$ cat src/pcsm_pkg.sv
// Package with constants and carrier types for the port clock source mux
package pcsm_pkg;

  // Line mode codes
  localparam logic [2:0] PCSM_LM_OFF       = 3'h0;
  localparam logic [2:0] PCSM_LM_LIU_MAX   = 3'h3;
  localparam int         PCSM_LM_HIGH_BIT  = 2;

  // Loopback codes
  localparam logic [2:0] PCSM_LB_NONE      = 3'h0;
  localparam logic [2:0] PCSM_LB_CODE_001  = 3'h1;
  localparam logic [2:0] PCSM_LB_LINE      = 3'h2;
  localparam logic [2:0] PCSM_LB_PAYLOAD   = 3'h3;
  localparam logic [2:0] PCSM_LB_LINE_DIAG = 3'h6;
  localparam int         PCSM_LB_DIAG_BIT  = 2;

  // Rate adapter clock select width
  localparam int         PCSM_RA_SEL_W     = 2;

  // Reset values of the per-port settings
  localparam logic [2:0] PCSM_RST_LM       = 3'h0;
  localparam logic [2:0] PCSM_RST_LB       = 3'h0;

  // Synchroniser depth for pin clocks
  localparam int         PCSM_SYNC_STAGES  = 2;

  // Clock source selection codes
  typedef enum logic [1:0]
  {
    PCSM_SRC_RA   = 2'b00,
    PCSM_SRC_TXIN = 2'b01,
    PCSM_SRC_RXIN = 2'b10,
    PCSM_SRC_REC  = 2'b11
  } pcsm_src_t;

  // Per-port configuration as written by software
  typedef struct packed
  {
    logic [2:0] line_mode;
    logic [2:0] loopback_select;
    logic       loop_timing;
    logic       tx_pin_clock_select;
    logic       tx_line_timing_select;
    logic       overhead_mode;
  } pcsm_cfg_t;

  // Selected sources for the three clock paths
  typedef struct packed
  {
    pcsm_src_t tx_line;
    pcsm_src_t tx_int;
    pcsm_src_t rx_int;
  } pcsm_sel_t;

endpackage : pcsm_pkg

$ cat src/pcsm_glitchless_mux.sv
// Glitch-free four-input clock level selector with gated switchover
`timescale 1ns/1ps
`default_nettype none
module pcsm_glitchless_mux
  import pcsm_pkg::*;
(
  // Clock and reset
  input  wire logic       sys_clk_in,
  input  wire logic       reset_in,
  // Sources and selection
  input  wire logic [3:0] src_level_in,
  input  wire pcsm_src_t  sel_in,
  // Output clock level
  output logic            clk_out
);
  import pcsm_pkg::*;

  pcsm_src_t  active;
  logic       cur_level;
  logic       prev_level;
  logic       swap_now;
  logic       hold_low;

  assign cur_level = src_level_in[active];
  assign swap_now  = (sel_in != active) && !cur_level && !prev_level;

  // Switch only once the running source has been low for two samples,
  // so its high phase is never cut short
  always_ff @(posedge sys_clk_in or posedge reset_in)
  begin
    if (reset_in)
      active <= PCSM_SRC_RA;
    else if (swap_now)
      active <= sel_in;
  end

  // After a switch, stay low until the new source is low, so that the
  // first pulse passed on is a whole one
  always_ff @(posedge sys_clk_in or posedge reset_in)
  begin
    if (reset_in)
      hold_low <= 1'b0;
    else if (swap_now)
      hold_low <= 1'b1;
    else if (!cur_level)
      hold_low <= 1'b0;
  end

  always_ff @(posedge sys_clk_in or posedge reset_in)
  begin
    if (reset_in)
      prev_level <= 1'b0;
    else
      prev_level <= cur_level;
  end

  // Old source is followed until it is low, then the output waits for the new one
  always_ff @(posedge sys_clk_in or posedge reset_in)
  begin
    if (reset_in)
      clk_out <= 1'b0;
    else if (hold_low)
      clk_out <= 1'b0;
    else
      clk_out <= cur_level;
  end

endmodule : pcsm_glitchless_mux
`default_nettype wire

$ cat src/pcsm_port_clock_mux.sv
// Per-port clock source selection for receive, transmit and line clocks
`timescale 1ns/1ps
`default_nettype none
// Function
// - LINE_INTERFACE_UNIT off, no rate adapter, no loopback: rx from line pin, tx from tx pin.
// - LINE_INTERFACE_UNIT off, rate adapter on, no loopback: rx from line pin, tx adapter.
// - Default rx clock: line pin when LINE_INTERFACE_UNIT off, recovered clock when on.
// - Default tx clock comes from the rate adapter clocks.
// - LINE_INTERFACE_UNIT enable decoded from line mode: 001..011 enabled, else disabled.
// - Overhead mode forces LINE_INTERFACE_UNIT enable low.
// - Line mode, loopback, loop timing, pin select held as writable settings.
// - Loop timing: all three outputs from recovered or rx line clock.
// - Tx line clock: rx source for codes 010,110,011; else adapter or tx pin.
// - Tx clock: rx source for 011; else adapter or tx pin.
// - Rx clock without diag loopback: recovered if LINE_INTERFACE_UNIT on, else rx pin.
// - Rx clock with diag loopback or 001/LINE_INTERFACE_UNIT off/pin: adapter or tx pin.
// - Tx line timing select chooses input or output clock timing.
// - Timing select 0 uses output clock timing, 1 input clock timing.
// - Payload loopback ignores framer-side transmit inputs.
// - Diagnostic loopback ignores receive line inputs.
module pcsm_port_clock_mux
  import pcsm_pkg::*;
#(
  parameter int RA_CLOCKS = 4,
  parameter int DATA_W    = 2
)
(
  // Clock and reset
  input  wire logic                     sys_clk_in,
  input  wire logic                     reset_in,
  // Configuration write port
  input  wire logic                     cfg_write_in,
  input  wire pcsm_cfg_t                cfg_in,
  input  wire logic [PCSM_RA_SEL_W-1:0] ra_select_in,
  // Clock sources
  input  wire logic                     tx_clock_in,
  input  wire logic                     rx_line_clock_in,
  input  wire logic                     recovered_clock_in,
  input  wire logic [RA_CLOCKS-1:0]     rate_adapter_clocks_in,
  // Signal groups timed by the selected clocks
  input  wire logic [DATA_W-1:0]        framer_tx_data_in,
  input  wire logic [DATA_W-1:0]        rx_line_data_in,
  input  wire logic [DATA_W-1:0]        tx_line_data_in,
  // Clock outputs
  output logic                          tx_line_clock_out,
  output logic                          tx_clock_out,
  output logic                          rx_clock_out,
  // Status and gated data
  output logic                          line_unit_enable_out,
  output pcsm_sel_t                     sel_out,
  output logic                          tx_line_output_timing_out,
  output logic [DATA_W-1:0]             framer_tx_data_out,
  output logic [DATA_W-1:0]             rx_line_data_out,
  output logic [DATA_W-1:0]             tx_line_data_out
);
  import pcsm_pkg::*;

  // Refuse sizes that the selection logic cannot serve
  if (RA_CLOCKS < 1 || RA_CLOCKS > (1 << PCSM_RA_SEL_W))
  begin : g_bad_ra_clocks
    $error("RA_CLOCKS out of range");
  end
  if (DATA_W < 1)
  begin : g_bad_data_w
    $error("DATA_W must be positive");
  end

  pcsm_cfg_t                  cfg;
  logic [PCSM_RA_SEL_W-1:0]   ra_sel;
  logic [3:1]                 s1;
  logic [3:1]                 s2;
  logic [3:0]                 s3;
  logic [3:0]                 ra_pad;
  logic [3:0]                 ra_s1;
  logic [3:0]                 ra_s2;
  logic                       ra_level;
  logic [3:0]                 src_level;
  logic                       liu_en;
  logic                       lb_diag;
  logic                       lb_payload;
  logic                       lb_to_line;
  logic                       lb_code_001;
  logic                       tx_edge;
  logic                       rx_edge;
  logic                       txl_edge;
  pcsm_sel_t                  next_sel;
  logic [DATA_W-1:0]          fr_s1;
  logic [DATA_W-1:0]          fr_s2;
  logic [DATA_W-1:0]          rl_s1;
  logic [DATA_W-1:0]          rl_s2;
  logic [DATA_W-1:0]          tl_s1;
  logic [DATA_W-1:0]          tl_s2;
  logic [DATA_W-1:0]          tl_pin_q;

  // Software settings, held per port
  always_ff @(posedge sys_clk_in or posedge reset_in)
  begin
    if (reset_in)
    begin
      cfg    <= '{line_mode: PCSM_RST_LM, loopback_select: PCSM_RST_LB, default: 1'b0};
      ra_sel <= '0;
    end
    else if (cfg_write_in)
    begin
      cfg    <= cfg_in;
      ra_sel <= ra_select_in;
    end
  end

  // Missing rate adapter clocks read as a quiet low
  always_comb
  begin
    ra_pad                = 4'h0;
    ra_pad[RA_CLOCKS-1:0] = rate_adapter_clocks_in;
  end

  // Two-stage synchronisers for all four clock sources
  always_ff @(posedge sys_clk_in or posedge reset_in)
  begin
    if (reset_in)
    begin
      s1    <= 3'h0;
      s2    <= 3'h0;
      ra_s1 <= 4'h0;
      ra_s2 <= 4'h0;
    end
    else
    begin
      s1    <= {recovered_clock_in, rx_line_clock_in, tx_clock_in};
      s2    <= s1;
      ra_s1 <= ra_pad;
      ra_s2 <= ra_s1;
    end
  end

  // Third stage for edge detection
  always_ff @(posedge sys_clk_in or posedge reset_in)
  begin
    if (reset_in)
      s3 <= 4'h0;
    else
      s3 <= src_level;
  end

  assign src_level = {s2, ra_level};

  // Line interface enable is decoded from the settings, then registered for output
  always_comb
  begin
    liu_en = (cfg.line_mode != PCSM_LM_OFF) && !cfg.line_mode[PCSM_LM_HIGH_BIT]
             && (cfg.line_mode <= PCSM_LM_LIU_MAX);
    if (cfg.overhead_mode)
      liu_en = 1'b0;
  end

  assign lb_diag     = cfg.loopback_select[PCSM_LB_DIAG_BIT];
  assign lb_payload  = (cfg.loopback_select == PCSM_LB_PAYLOAD);
  assign lb_code_001 = (cfg.loopback_select == PCSM_LB_CODE_001);
  assign lb_to_line  = (cfg.loopback_select == PCSM_LB_LINE) ||
                       (cfg.loopback_select == PCSM_LB_LINE_DIAG) || lb_payload;

  // Source selection for each clock path
  always_comb
  begin
    pcsm_src_t rx_src;
    pcsm_src_t tx_src;
    rx_src = liu_en ? PCSM_SRC_REC : PCSM_SRC_RXIN;
    tx_src = cfg.tx_pin_clock_select ? PCSM_SRC_TXIN : PCSM_SRC_RA;
    next_sel = '{tx_line: tx_src, tx_int: tx_src, rx_int: rx_src};
    if (cfg.loop_timing)
      next_sel = '{tx_line: rx_src, tx_int: rx_src, rx_int: rx_src};
    else
    begin
      if (lb_to_line)
        next_sel.tx_line = rx_src;
      if (lb_payload)
        next_sel.tx_int = rx_src;
      if (lb_diag)
        next_sel.rx_int = tx_src;
      else if (lb_code_001 && !liu_en && cfg.tx_pin_clock_select)
        next_sel.rx_int = PCSM_SRC_TXIN;
      else
        next_sel.rx_int = rx_src;
    end
  end

  always_ff @(posedge sys_clk_in or posedge reset_in)
  begin
    if (reset_in)
      sel_out <= '{tx_line: PCSM_SRC_RA, tx_int: PCSM_SRC_RA, rx_int: PCSM_SRC_RXIN};
    else
      sel_out <= next_sel;
  end

  always_ff @(posedge sys_clk_in or posedge reset_in)
  begin
    if (reset_in)
      line_unit_enable_out <= 1'b0;
    else
      line_unit_enable_out <= liu_en;
  end

  // A new rate adapter choice also switches without cutting a pulse
  pcsm_glitchless_mux u_ra_pick
  (
    .sys_clk_in   (sys_clk_in),
    .reset_in     (reset_in),
    .src_level_in (ra_s2),
    .sel_in       (pcsm_src_t'(ra_sel)),
    .clk_out      (ra_level)
  );

  // Independent glitch-free muxes, one per clock path
  pcsm_glitchless_mux u_tx_line
  (
    .sys_clk_in   (sys_clk_in),
    .reset_in     (reset_in),
    .src_level_in (src_level),
    .sel_in       (sel_out.tx_line),
    .clk_out      (tx_line_clock_out)
  );

  pcsm_glitchless_mux u_tx_int
  (
    .sys_clk_in   (sys_clk_in),
    .reset_in     (reset_in),
    .src_level_in (src_level),
    .sel_in       (sel_out.tx_int),
    .clk_out      (tx_clock_out)
  );

  pcsm_glitchless_mux u_rx_int
  (
    .sys_clk_in   (sys_clk_in),
    .reset_in     (reset_in),
    .src_level_in (src_level),
    .sel_in       (sel_out.rx_int),
    .clk_out      (rx_clock_out)
  );

  // Edge of each selected source, used to sample the data groups
  assign tx_edge  = src_level[sel_out.tx_int] & ~s3[sel_out.tx_int];
  assign rx_edge  = src_level[sel_out.rx_int] & ~s3[sel_out.rx_int];
  assign txl_edge = src_level[sel_out.tx_line] & ~s3[sel_out.tx_line];

  // Data group synchronisers
  always_ff @(posedge sys_clk_in or posedge reset_in)
  begin
    if (reset_in)
    begin
      fr_s1 <= '0;
      fr_s2 <= '0;
      rl_s1 <= '0;
      rl_s2 <= '0;
      tl_s1 <= '0;
      tl_s2 <= '0;
    end
    else
    begin
      fr_s1 <= framer_tx_data_in;
      fr_s2 <= fr_s1;
      rl_s1 <= rx_line_data_in;
      rl_s2 <= rl_s1;
      tl_s1 <= tx_line_data_in;
      tl_s2 <= tl_s1;
    end
  end

  // Framer transmit inputs are dropped during payload loopback
  always_ff @(posedge sys_clk_in or posedge reset_in)
  begin
    if (reset_in)
      framer_tx_data_out <= '0;
    else if (lb_payload)
      framer_tx_data_out <= '0;
    else if (tx_edge)
      framer_tx_data_out <= fr_s2;
  end

  // Receive line inputs are dropped during diagnostic loopback
  always_ff @(posedge sys_clk_in or posedge reset_in)
  begin
    if (reset_in)
      rx_line_data_out <= '0;
    else if (lb_diag)
      rx_line_data_out <= '0;
    else if (rx_edge)
      rx_line_data_out <= rl_s2;
  end

  // Transmit line group: output timing launches on the tx line clock edge,
  // input timing captures on the tx pin clock edge
  assign tx_line_output_timing_out = !cfg.tx_line_timing_select;

  always_ff @(posedge sys_clk_in or posedge reset_in)
  begin
    if (reset_in)
      tl_pin_q <= '0;
    else if (cfg.tx_line_timing_select ? (s2[PCSM_SRC_TXIN] & ~s3[PCSM_SRC_TXIN]) : txl_edge)
      tl_pin_q <= tl_s2;
  end

  assign tx_line_data_out = tl_pin_q;

endmodule : pcsm_port_clock_mux
`default_nettype wire

$ cat config.mk
export PLATFORM = sky130hd
export DESIGN_NAME = pcsm_port_clock_mux
export DESIGN_NICKNAME = d
export VERILOG_FILES = /design/src/pcsm_pkg.sv /design/src/pcsm_glitchless_mux.sv /design/src/pcsm_port_clock_mux.sv
export SDC_FILE = /design/constraint.sdc
export NUM_CORES = 1
export LEC_CHECK = 0
export ABC_AREA = 1
export BUFFER_PORTS_ARGS = -buffer_cell sky130_fd_sc_hd__buf_4
export CAP_MARGIN = 20
export CORE_MARGIN = 2
export CORE_UTILIZATION = 45
export CTS_CLUSTER_SIZE = 25
export DETAILED_ROUTE_END_ITERATION = 8
export PLACE_DENSITY_LB_ADDON = 0.15
export SLEW_MARGIN = 20
export SYNTH_ARGS = -nofsm -noshare
export SYNTH_HDL_FRONTEND = slang
export SYNTH_SLANG_ARGS = --single-unit
export TNS_END_PERCENT = 10
$ cat constraint.sdc
create_clock -name sys_clk_in -period 2.3 [get_ports sys_clk_in]
set_input_delay 0.46 -clock sys_clk_in [delete_from_list [all_inputs] [get_ports sys_clk_in]]
set_output_delay 0.46 -clock sys_clk_in [all_outputs]
set_load 0.02 [all_outputs]
# [Yosys cells after proc, flatten, opt, wreduce, memory -nomap -nowiden]
# Cells that the tools add are included.
[totals] regBits=75 wordCells=142 output_inout_bits=17
[op_classes] n_reduce_logical=28 n_lt_le_gt_ge=8 eq_ne=12 n_mux=45 bitwise=8
[op_table] operator="$mux W1" n=26
[op_table] operator="$lt A2 B3 Y1 const B" n=7
[op_table] operator="$bmux W1 S2" n=10
[op_table] operator="$mux W2" n=8
[op_table] operator="$logic_and A1 B1 Y1" n=12
[op_table] operator="$logic_not A1 Y1" n=11
[op_table] operator="$ne A2 B2 Y1" n=4
[op_table] operator="$ne A2 B2 Y1 const B" n=4
[op_table] operator="$eq A3 B2 Y1 const B" n=2
[op_table] operator="$mux W6" n=1
[op_table] operator="$and A1 B1 Y1" n=4
[op_table] operator="$not A1 Y1" n=4
[op_table] operator="$reduce_bool A2 Y1" n=2
[op_table] operator="$eq A3 B1 Y1 const B" n=1
[op_table] operator="$eq A3 B3 Y1 const B" n=1
[op_table] operator="$le A3 B2 Y1 const B" n=1
[op_table] operator="$reduce_bool A3 Y1" n=1
[op_table] operator="$logic_or A1 B1 Y1" n=2

# [Depth between registers and ports, before layout]
# Gate-level depths: netlist of run 1.
[depth] depth_word=10 depth_mapped=9 ltp_nobuf=9

# [Cells and area by module]
# Synthesis of run 1 repeated with hierarchy kept, for this count alone.
[hier_totals] cells_unflattened=310 hier_area_um2=2967.8
[by_module_without_submodules] mod="pcsm_port_clock_mux" cells_each=166 seq_area_each_um2=1377.6 area_per_inst_um2=1916.8 instances=1
[by_module_without_submodules] mod="pcsm_glitchless_mux" cells_each=36 seq_area_each_um2=125.1 area_per_inst_um2=262.8 instances=4

# [Worst setup path after synthesis of run 1]
# Ideal clock, no wire load.
[synth_path] path_type="flip-flop to flip-flop" startpoint="reg sel_out[4] (netlist name)" endpoint="reg tl_pin_q[0] (netlist: tx_line_data_out[0])" slack_ns=1.162 arrival_time_ns=1.020 setup_ns=0.118 path_stages_with_launch=8 path_buffers=0 path_cell_list="dfrtp_1 > inv_1 > nand2_1 > nand3_1 > nand2_1 > nand2_1 > nand3_1 > nand2_1"
[synth_between] elab_chain_len=5 elab_cells_between_ends=7 classes_between="5 x mux; 2 x bitwise"
[synth_rtl] item="start, declared" line_no="pcsm_port_clock_mux.sv:50" source="output pcsm_sel_t sel_out,"
[synth_rtl] item="start signal, assigned" line_no="pcsm_port_clock_mux.sv:190" source="sel_out <= '{tx_line: PCSM_SRC_RA, tx_int: PCSM_SRC_RA, rx_int: PCSM_SRC_RXIN};"
[synth_rtl] item="start signal, assigned" line_no="pcsm_port_clock_mux.sv:192" source="sel_out <= next_sel;"
[synth_rtl] item="$bmux W1 S2" line_no="pcsm_port_clock_mux.sv:244" source="assign txl_edge = src_level[sel_out.tx_line] & ~s3[sel_out.tx_line];"
[synth_rtl] item="$mux W1 (implied by the code)" line_no="pcsm_port_clock_mux.sv:244"
[synth_rtl] item="$not A1 Y1" line_no="pcsm_port_clock_mux.sv:244"
[synth_rtl] item="$and A1 B1 Y1 (*)" line_no="pcsm_port_clock_mux.sv:244"
[synth_rtl] item="$mux W1 (*)" line_no="pcsm_port_clock_mux.sv:299" source="else if (cfg.tx_line_timing_select ? (s2[PCSM_SRC_TXIN] & ~s3[PCSM_SRC_TXIN]) : txl_edge)"
[synth_rtl] item="end signal, assigned" line_no="pcsm_port_clock_mux.sv:300" source="tl_pin_q <= tl_s2;"
[synth_rtl] item="end, declared" line_no="pcsm_port_clock_mux.sv:93" source="logic [DATA_W-1:0] tl_pin_q;"
# Mark *: on every way between the ends. The rest lies on a longest branch, timed or not. The select of a mux whose other input is x is not followed.
# A chain may end at the register's enable or synchronous reset.

# [Worst setup path in the final report of run 1]
[layout_path] startpoint="reg sel_out[1] (netlist name)" endpoint="out sel_out[1] (netlist name)"
# No word-level cell between the ends.

==> flow_summary.json, run 1 <==
{
  "status": "completed",
  "grt-ovfl-total": 0,
  "via_count": 1939,
  "hold_viol_final": 0,
  "power_density_nw_per_um2": 1130,
  "drc": 0,
  "hold_path_class": "input port to async pin",
  "syn_nets": 302,
  "slew-limit-headroom_pct": 60.3,
  "path_delay_family": "flip-flops",
  "grt_max_degree": 50,
  "grt_pass1_vias": 2015,
  "nets": 356,
  "crit_buf_inv": 1,
  "p_leak_nw": 1.80,
  "start_util_pct": 46.2,
  "synth_top_area_share_pct": 63.8,
  "ys.flop_type": "dfrtp_1",
  "drv_slew": 0,
  "postRouteAntennaNets": 0,
  "cp.depth": 1,
  "setup_viol": 0,
  "num_io_pins": 45,
  "cts_setup_buffers": 0,
  "fmaxAchievable_ghz": 0.652,
  "antenna_cells_inserted": 0,
  "worstMarginPinSlew_ns": 0.595,
  "dpl.hpwl_um": 3740,
  "register_area_sq_um": 1880,
  "cts_made_buffers": 9,
  "grtUsageTotal_pct": 16.6,
  "critPathMaxFanout": 4,
  "synth-compound-area-share_pct": 4.83,
  "clk_path_buf_depth": 2,
  "insertion_delay_ns": 0.34,
  "synthSimpleGateAreaFrac_pct": 22.0,
  "antenna_found_initial": 0,
  "required_ns": 1.84,
  "period_share_pct": 66.7,
  "place_congestion": 0.823,
  "timing.critical_path.from_type": "flip-flop",
  "finalClockSkew_ns": 0.00775,
  "ys_types": 23,
  "dr.first_iter.drc_count": 93,
  "ys_seq_area_share_pct": 64.8,
  "cts_resized": 0,
  "vdd_drop_max_mv": 0.620,
  "yosys_register_bits": 75,
  "cts_tree": "done",
  "grt_pass1_wl_um": 9160,
  "n_fill_cell": 559,
  "wl_per_cell_um": 12.7,
  "fp.dieH_um": 84.3,
  "cpMaxStageDelayCell": "dfstp_2",
  "rr_worst_depth": 7,
  "synth_commonest_cells": "dfrtp_1 (74), nand2_1 (74), inv_1 (29), nand3_1 (22), o21ai_0 (11)",
  "cts-root-buf": "clkbuf_8",
  "wirelength_um": 5190,
  "via_per_inst": 4.73,
  "synth_xor_area_share_pct": 2.42,
  "netlist_area_sq_um": 2900,
  "synth_top_family_by_area": "simple AND/OR/NAND/NOR gates",
  "cp_data_arrival_time_ns": 1.07,
  "place_inst": 394,
  "path_cells": "buf_4",
  "rsz0062_at_grt": "false",
  "cts.clk_slew.worst_paths_ns": 0.08,
  "core_area_sq_um": 6280,
  "syn_area_per_cell_sq_um": 10.6,
  "ys_warn_count": 0,
  "htreeDepth": 3,
  "fin_cells": 410,
  "synth_edf_count": 0,
  "io_buffers": 44,
  "synthAdderAreaFrac_pct": 0,
  "synth.area.top_cells": "dfrtp_1 (64%), nand2_1 (9.6%), nand3_1 (3.8%)",
  "multi_input_area_sq_um": 882,
  "fin_tns_setup_ns": 0,
  "syn_to_final_growth_pct": 22.2,
  "cts_sinks": 75,
  "muxShareOfSynthArea_pct": 1.16,
  "fin_crit_ns": 1.53,
  "drt_pass1_iterations": 4,
  "synth-async-reset-ratio_pct": 100,
  "critPathCaptureType": "output pin",
  "drive_gt1_share_pct": 28.5,
  "syn_inst": 274,
  "power_mw": 4.01,
  "max-cap-violations": 0,
  "synth_top_area_cell": "dfrtp_1",
  "max_stage_delay_ns": 0.58,
  "die_area_sq_um": 7100,
  "setup.worst_path.class": "flip-flop to output pin",
  "die_w_um": 84.3,
  "whs_ns": 0.186,
  "rows": 29,
  "postCtsHoldBufs": 0
}
worst paths after layout:
| kind | startpoint | end | slack [ns] |
|---|---|---|---|
| setup / recovery | sel_out[1] | sel_out[1] | 0.77 |
| hold / removal | reset_in | tx_line_data_out[0] | 0.19 |
| setup reg to reg | s2[3] | rx_line_data_out[0] | 1.08 |
| hold reg to reg | ra_s1[2] | ra_s2[2] | 0.35 |
| max in group asynchronous | reset_in | sel_out[1] | 1.43 |
| min in group sys_clk_in | tx_line_data_in[0] | tl_s1[0] | 0.22 |
power by group:
| part | internal [mW] | switching, mW | total, mW | leakage, nW |
|---|---|---|---|---|
| logic | 0.507 | 0.675 | 1.18 | 0.801 |
| clock network | 0.530 | 0.486 | 1.02 | 0.102 |
| registers | 1.59 | 0.215 | 1.81 | 0.900 |
| total | 2.63 | 1.38 | 4.01 | 1.80 |
kinds of logic (layout without fill, tap and decap cells):
logic type                count (synthesis)  after routing
and+or+nand+nor                         129            129
DFF                                      75             75
buffers and inverters                    37             96
AOI/OAI and AO/OA                        22             22
xor gates and xnor gates                  8              8
muxes                                     3              3
sequential cells by signal, summed over array words and instances (netlist names), 3 cells and up:
name and count:
cfg 10, sel_out 6, ra_s1 4, ra_s2 4, s3 4, s1 3, s2 3
per-stage QoR:
step                utilization, %  worst slack (ns)  cell area [sq um]
global route                  56.5             0.728               3540
global placement              53.2              1.03               3340
detailed placement            53.2              1.01               3340
floorplan                        -              1.00               2900
CTS                           56.5             0.747               3540
finish                        56.5             0.767               3540
placed cells by master, fill, tap and decap left out, drive strengths merged:
master    count
a21oi         3
buf          45
bufinv        1
clkbuf       10
clkinv        5
clkinvlp      2
dfrtp        74
dfstp         1
inv          33
mux2          3
nand2        83
nand3        23
nand3b        8
nand4         2
nor2         11
nor3          2
o21ai        19
xnor2         8
layout make-up:
type | count | share of cell area [%]
clock buffer | 10 | 3.88
tap | 77 | 2.72
clock inverter | 6 | 1.84
timing repair buffer | 45 | 9.88
sequential | 75 | 53.0
inverter | 35 | 3.81
multi-input combinational | 162 | 24.9
metal layers:
layer | wire length (um) | global-route usage (%)
met1 | 2410 | 20.9
met2 | 2470 | 27.5
met3 | 230 | 5.11
met4 | 77 | 5.72
met5 | 0 | 0
No activity file was read; power rests on OpenSTA's default activity.
==> inputs of run 2 (changes only) <==
==> constraint.sdc (replaced) <==
create_clock -name sys_clk_in -period 1.31 [get_ports sys_clk_in]
set_input_delay 0.262 -clock sys_clk_in [delete_from_list [all_inputs] [get_ports sys_clk_in]]
set_output_delay 0.262 -clock sys_clk_in [all_outputs]
set_load 0.02 [all_outputs]
==> flow_summary.json, run 2 (synthesis gave the netlist of run 1 again) <==
{
  "status": "completed",
  "power_density_nw_per_um2": 2040,
  "cp_data_arrival_time_ns": 1.01,
  "place_inst": 395,
  "n_fill_cell": 532,
  "grt_pass1_wl_um": 8670,
  "fin_cells": 413,
  "postLayoutCoreUtil_pct": 57.7,
  "insertion_delay_ns": 0.34,
  "rows": 29,
  "via_per_inst": 4.71,
  "drt_pass1_iterations": 4,
  "nets": 359,
  "wirelength_um": 4930,
  "dpl.hpwl_um": 3440,
  "setup_viol": 0,
  "rr_worst_depth": 6,
  "fmaxAchievable_ghz": 0.787,
  "grt-ovfl-total": 0,
  "die_area_sq_um": 7100,
  "max-cap-violations": 0,
  "postRouteAntennaNets": 0,
  "dr_wl_met2_um": 2270,
  "drive_gt1_share_pct": 30.1,
  "postLayoutCellArea_sq_um": 3620,
  "num_io_pins": 45,
  "clk_path_buf_depth": 2,
  "drv_slew": 0,
  "cts_sinks": 75,
  "rsz0062_at_grt": "false",
  "hold_path_class": "input port to async pin",
  "core_area_sq_um": 6280,
  "slew-limit-headroom_pct": 74.9,
  "regMostFlops": "cfg",
  "final_common_cell": "nand2_1",
  "antenna_found_initial": 0,
  "layout_common_cells": "nand2_1 (74), dfrtp_1 (71), buf_4 (45)",
  "die_w_um": 84.3,
  "drc": 0,
  "grtUsageTotal_pct": 15.6,
  "via_count": 1946,
  "fin_crit_ns": 1.27,
  "start_util_pct": 46.2,
  "wl_met3_um": 243,
  "rrSetupSlack_ns": 0.12,
  "cts_made_buffers": 9,
  "fp.dieH_um": 84.3,
  "required_ns": 1.05,
  "wl_met1_um": 2300,
  "setup.worst_path.class": "flip-flop to output pin",
  "wl_per_cell_um": 11.9,
  "timing.critical_path.from_type": "flip-flop",
  "max_stage_delay_ns": 0.55,
  "power_mw": 7.40,
  "dpl_cell_area_sq_um": 3350,
  "io_buffers": 44,
  "cts-root-buf": "clkbuf_8",
  "regToRegStartpoint": "sel_out[1]",
  "critPathCaptureType": "output pin",
  "critPathMaxFanout": 2,
  "antenna_cells_inserted": 0,
  "p_leak_nw": 1.84,
  "syn_to_final_growth_pct": 24.9,
  "reg.largest.list": "cfg: 10 flops, sel_out: 6 flops",
  "grt_pass1_vias": 1873,
  "period_share_pct": 97.0,
  "cts.clk_slew.worst_paths_ns": 0.08,
  "path_delay_family": "flip-flops",
  "highest_layer": "met4",
  "path_cells": "buf_6",
  "htreeDepth": 3,
  "fin_tns_setup_ns": 0,
  "cts_tree": "done",
  "vdd_drop_max_mv": 1.23,
  "dr.first_iter.drc_count": 113,
  "crit_buf_inv": 1,
  "cpMaxStageDelayCell": "dfstp_2",
  "grt_max_degree": 76,
  "largest_reg_flops": 10,
  "r2r_end": "rx_line_data_out[0]",
  "hold_viol_final": 0,
  "worstMarginPinSlew_ns": 0.377,
  "finalClockSkew_ns": 0.00607,
  "place_congestion": 0.778
}
[run 2: cell types whose count changed in the layout (fill, tap and decap cells not counted), moves of 2 or more]
cell / delta
clkinv_4: -2
bufinv_16: +2
dfrtp_2: +3
dfrtp_1: -3
[run 2: routing by layer]
layer	vias up	track usage, %
met1	918	21.5
met3	10	4.23
met5	-	0
li1	972	-
met2	46	22.7
met4	0	7.92
[run 2: worst max path at each step]
stage / start / slack [ns] / end / cells past startpoint
2_1_floorplan: sel_out[4] / 0.17 / tx_line_data_out[0] / 7
3_3_place_gp: s2[1] / 0.10 / framer_tx_data_out[0] / 8
3_5_place_dp: s2[2] / 0.09 / rx_line_data_out[0] / 7
4_1_cts: sel_out[1] / 0.01 / sel_out[1] / 1
5_1_grt: s2[2] / 0.006 / rx_line_data_out[0] / 7
6_report: sel_out[1] / 0.04 / sel_out[1] / 1
[run 2: timing repair]
action,in CTS,in global routing
hold buffers,0,1
setup endpoints to repair,2,4
hold endpoints to repair,0,1
buffers inserted,1,0
resized for setup,1,4
[run 2: cell type report]
type | count | area (sq um) | share of cell area [%]
clock buffers | 10 | 138 | 3.80
clock inverters | 6 | 111 | 3.07
inverters | 35 | 135 | 3.73
multi-input cells | 162 | 882 | 24.3
flip-flops and latches | 75 | 1880 | 51.9
well taps | 77 | 96.3 | 2.66
repair buffers | 48 | 379 | 10.5
[run 2: worst register-to-register path, cell delays in order (launching register included)]
cell and delay [ns]:
dfstp_2 0.55, buf_4 0.12, inv_1 0.05, nand3_1 0.14
nand2_1 0.09, nand3_1 0.07, nand2_1 0.06
[run 2: stage by stage]
step / hold slack (ns) / worst slack, ns
after floorplan: 0.293 / 0.172
after global placement: 0.332 / 0.103
after detailed placement: 0.335 / 0.0876
after CTS: 0.00959 / 0.0113
after global routing: 0.000886 / 0.00571
final: 0.0215 / 0.0393
[run 2: where the power goes]
group | switching (mW) | internal, mW | total (mW)
registers | 0.374 | 2.80 | 3.18
logic | 1.16 | 0.902 | 2.06
clock network | 0.841 | 1.32 | 2.16
total | 2.38 | 5.03 | 7.40
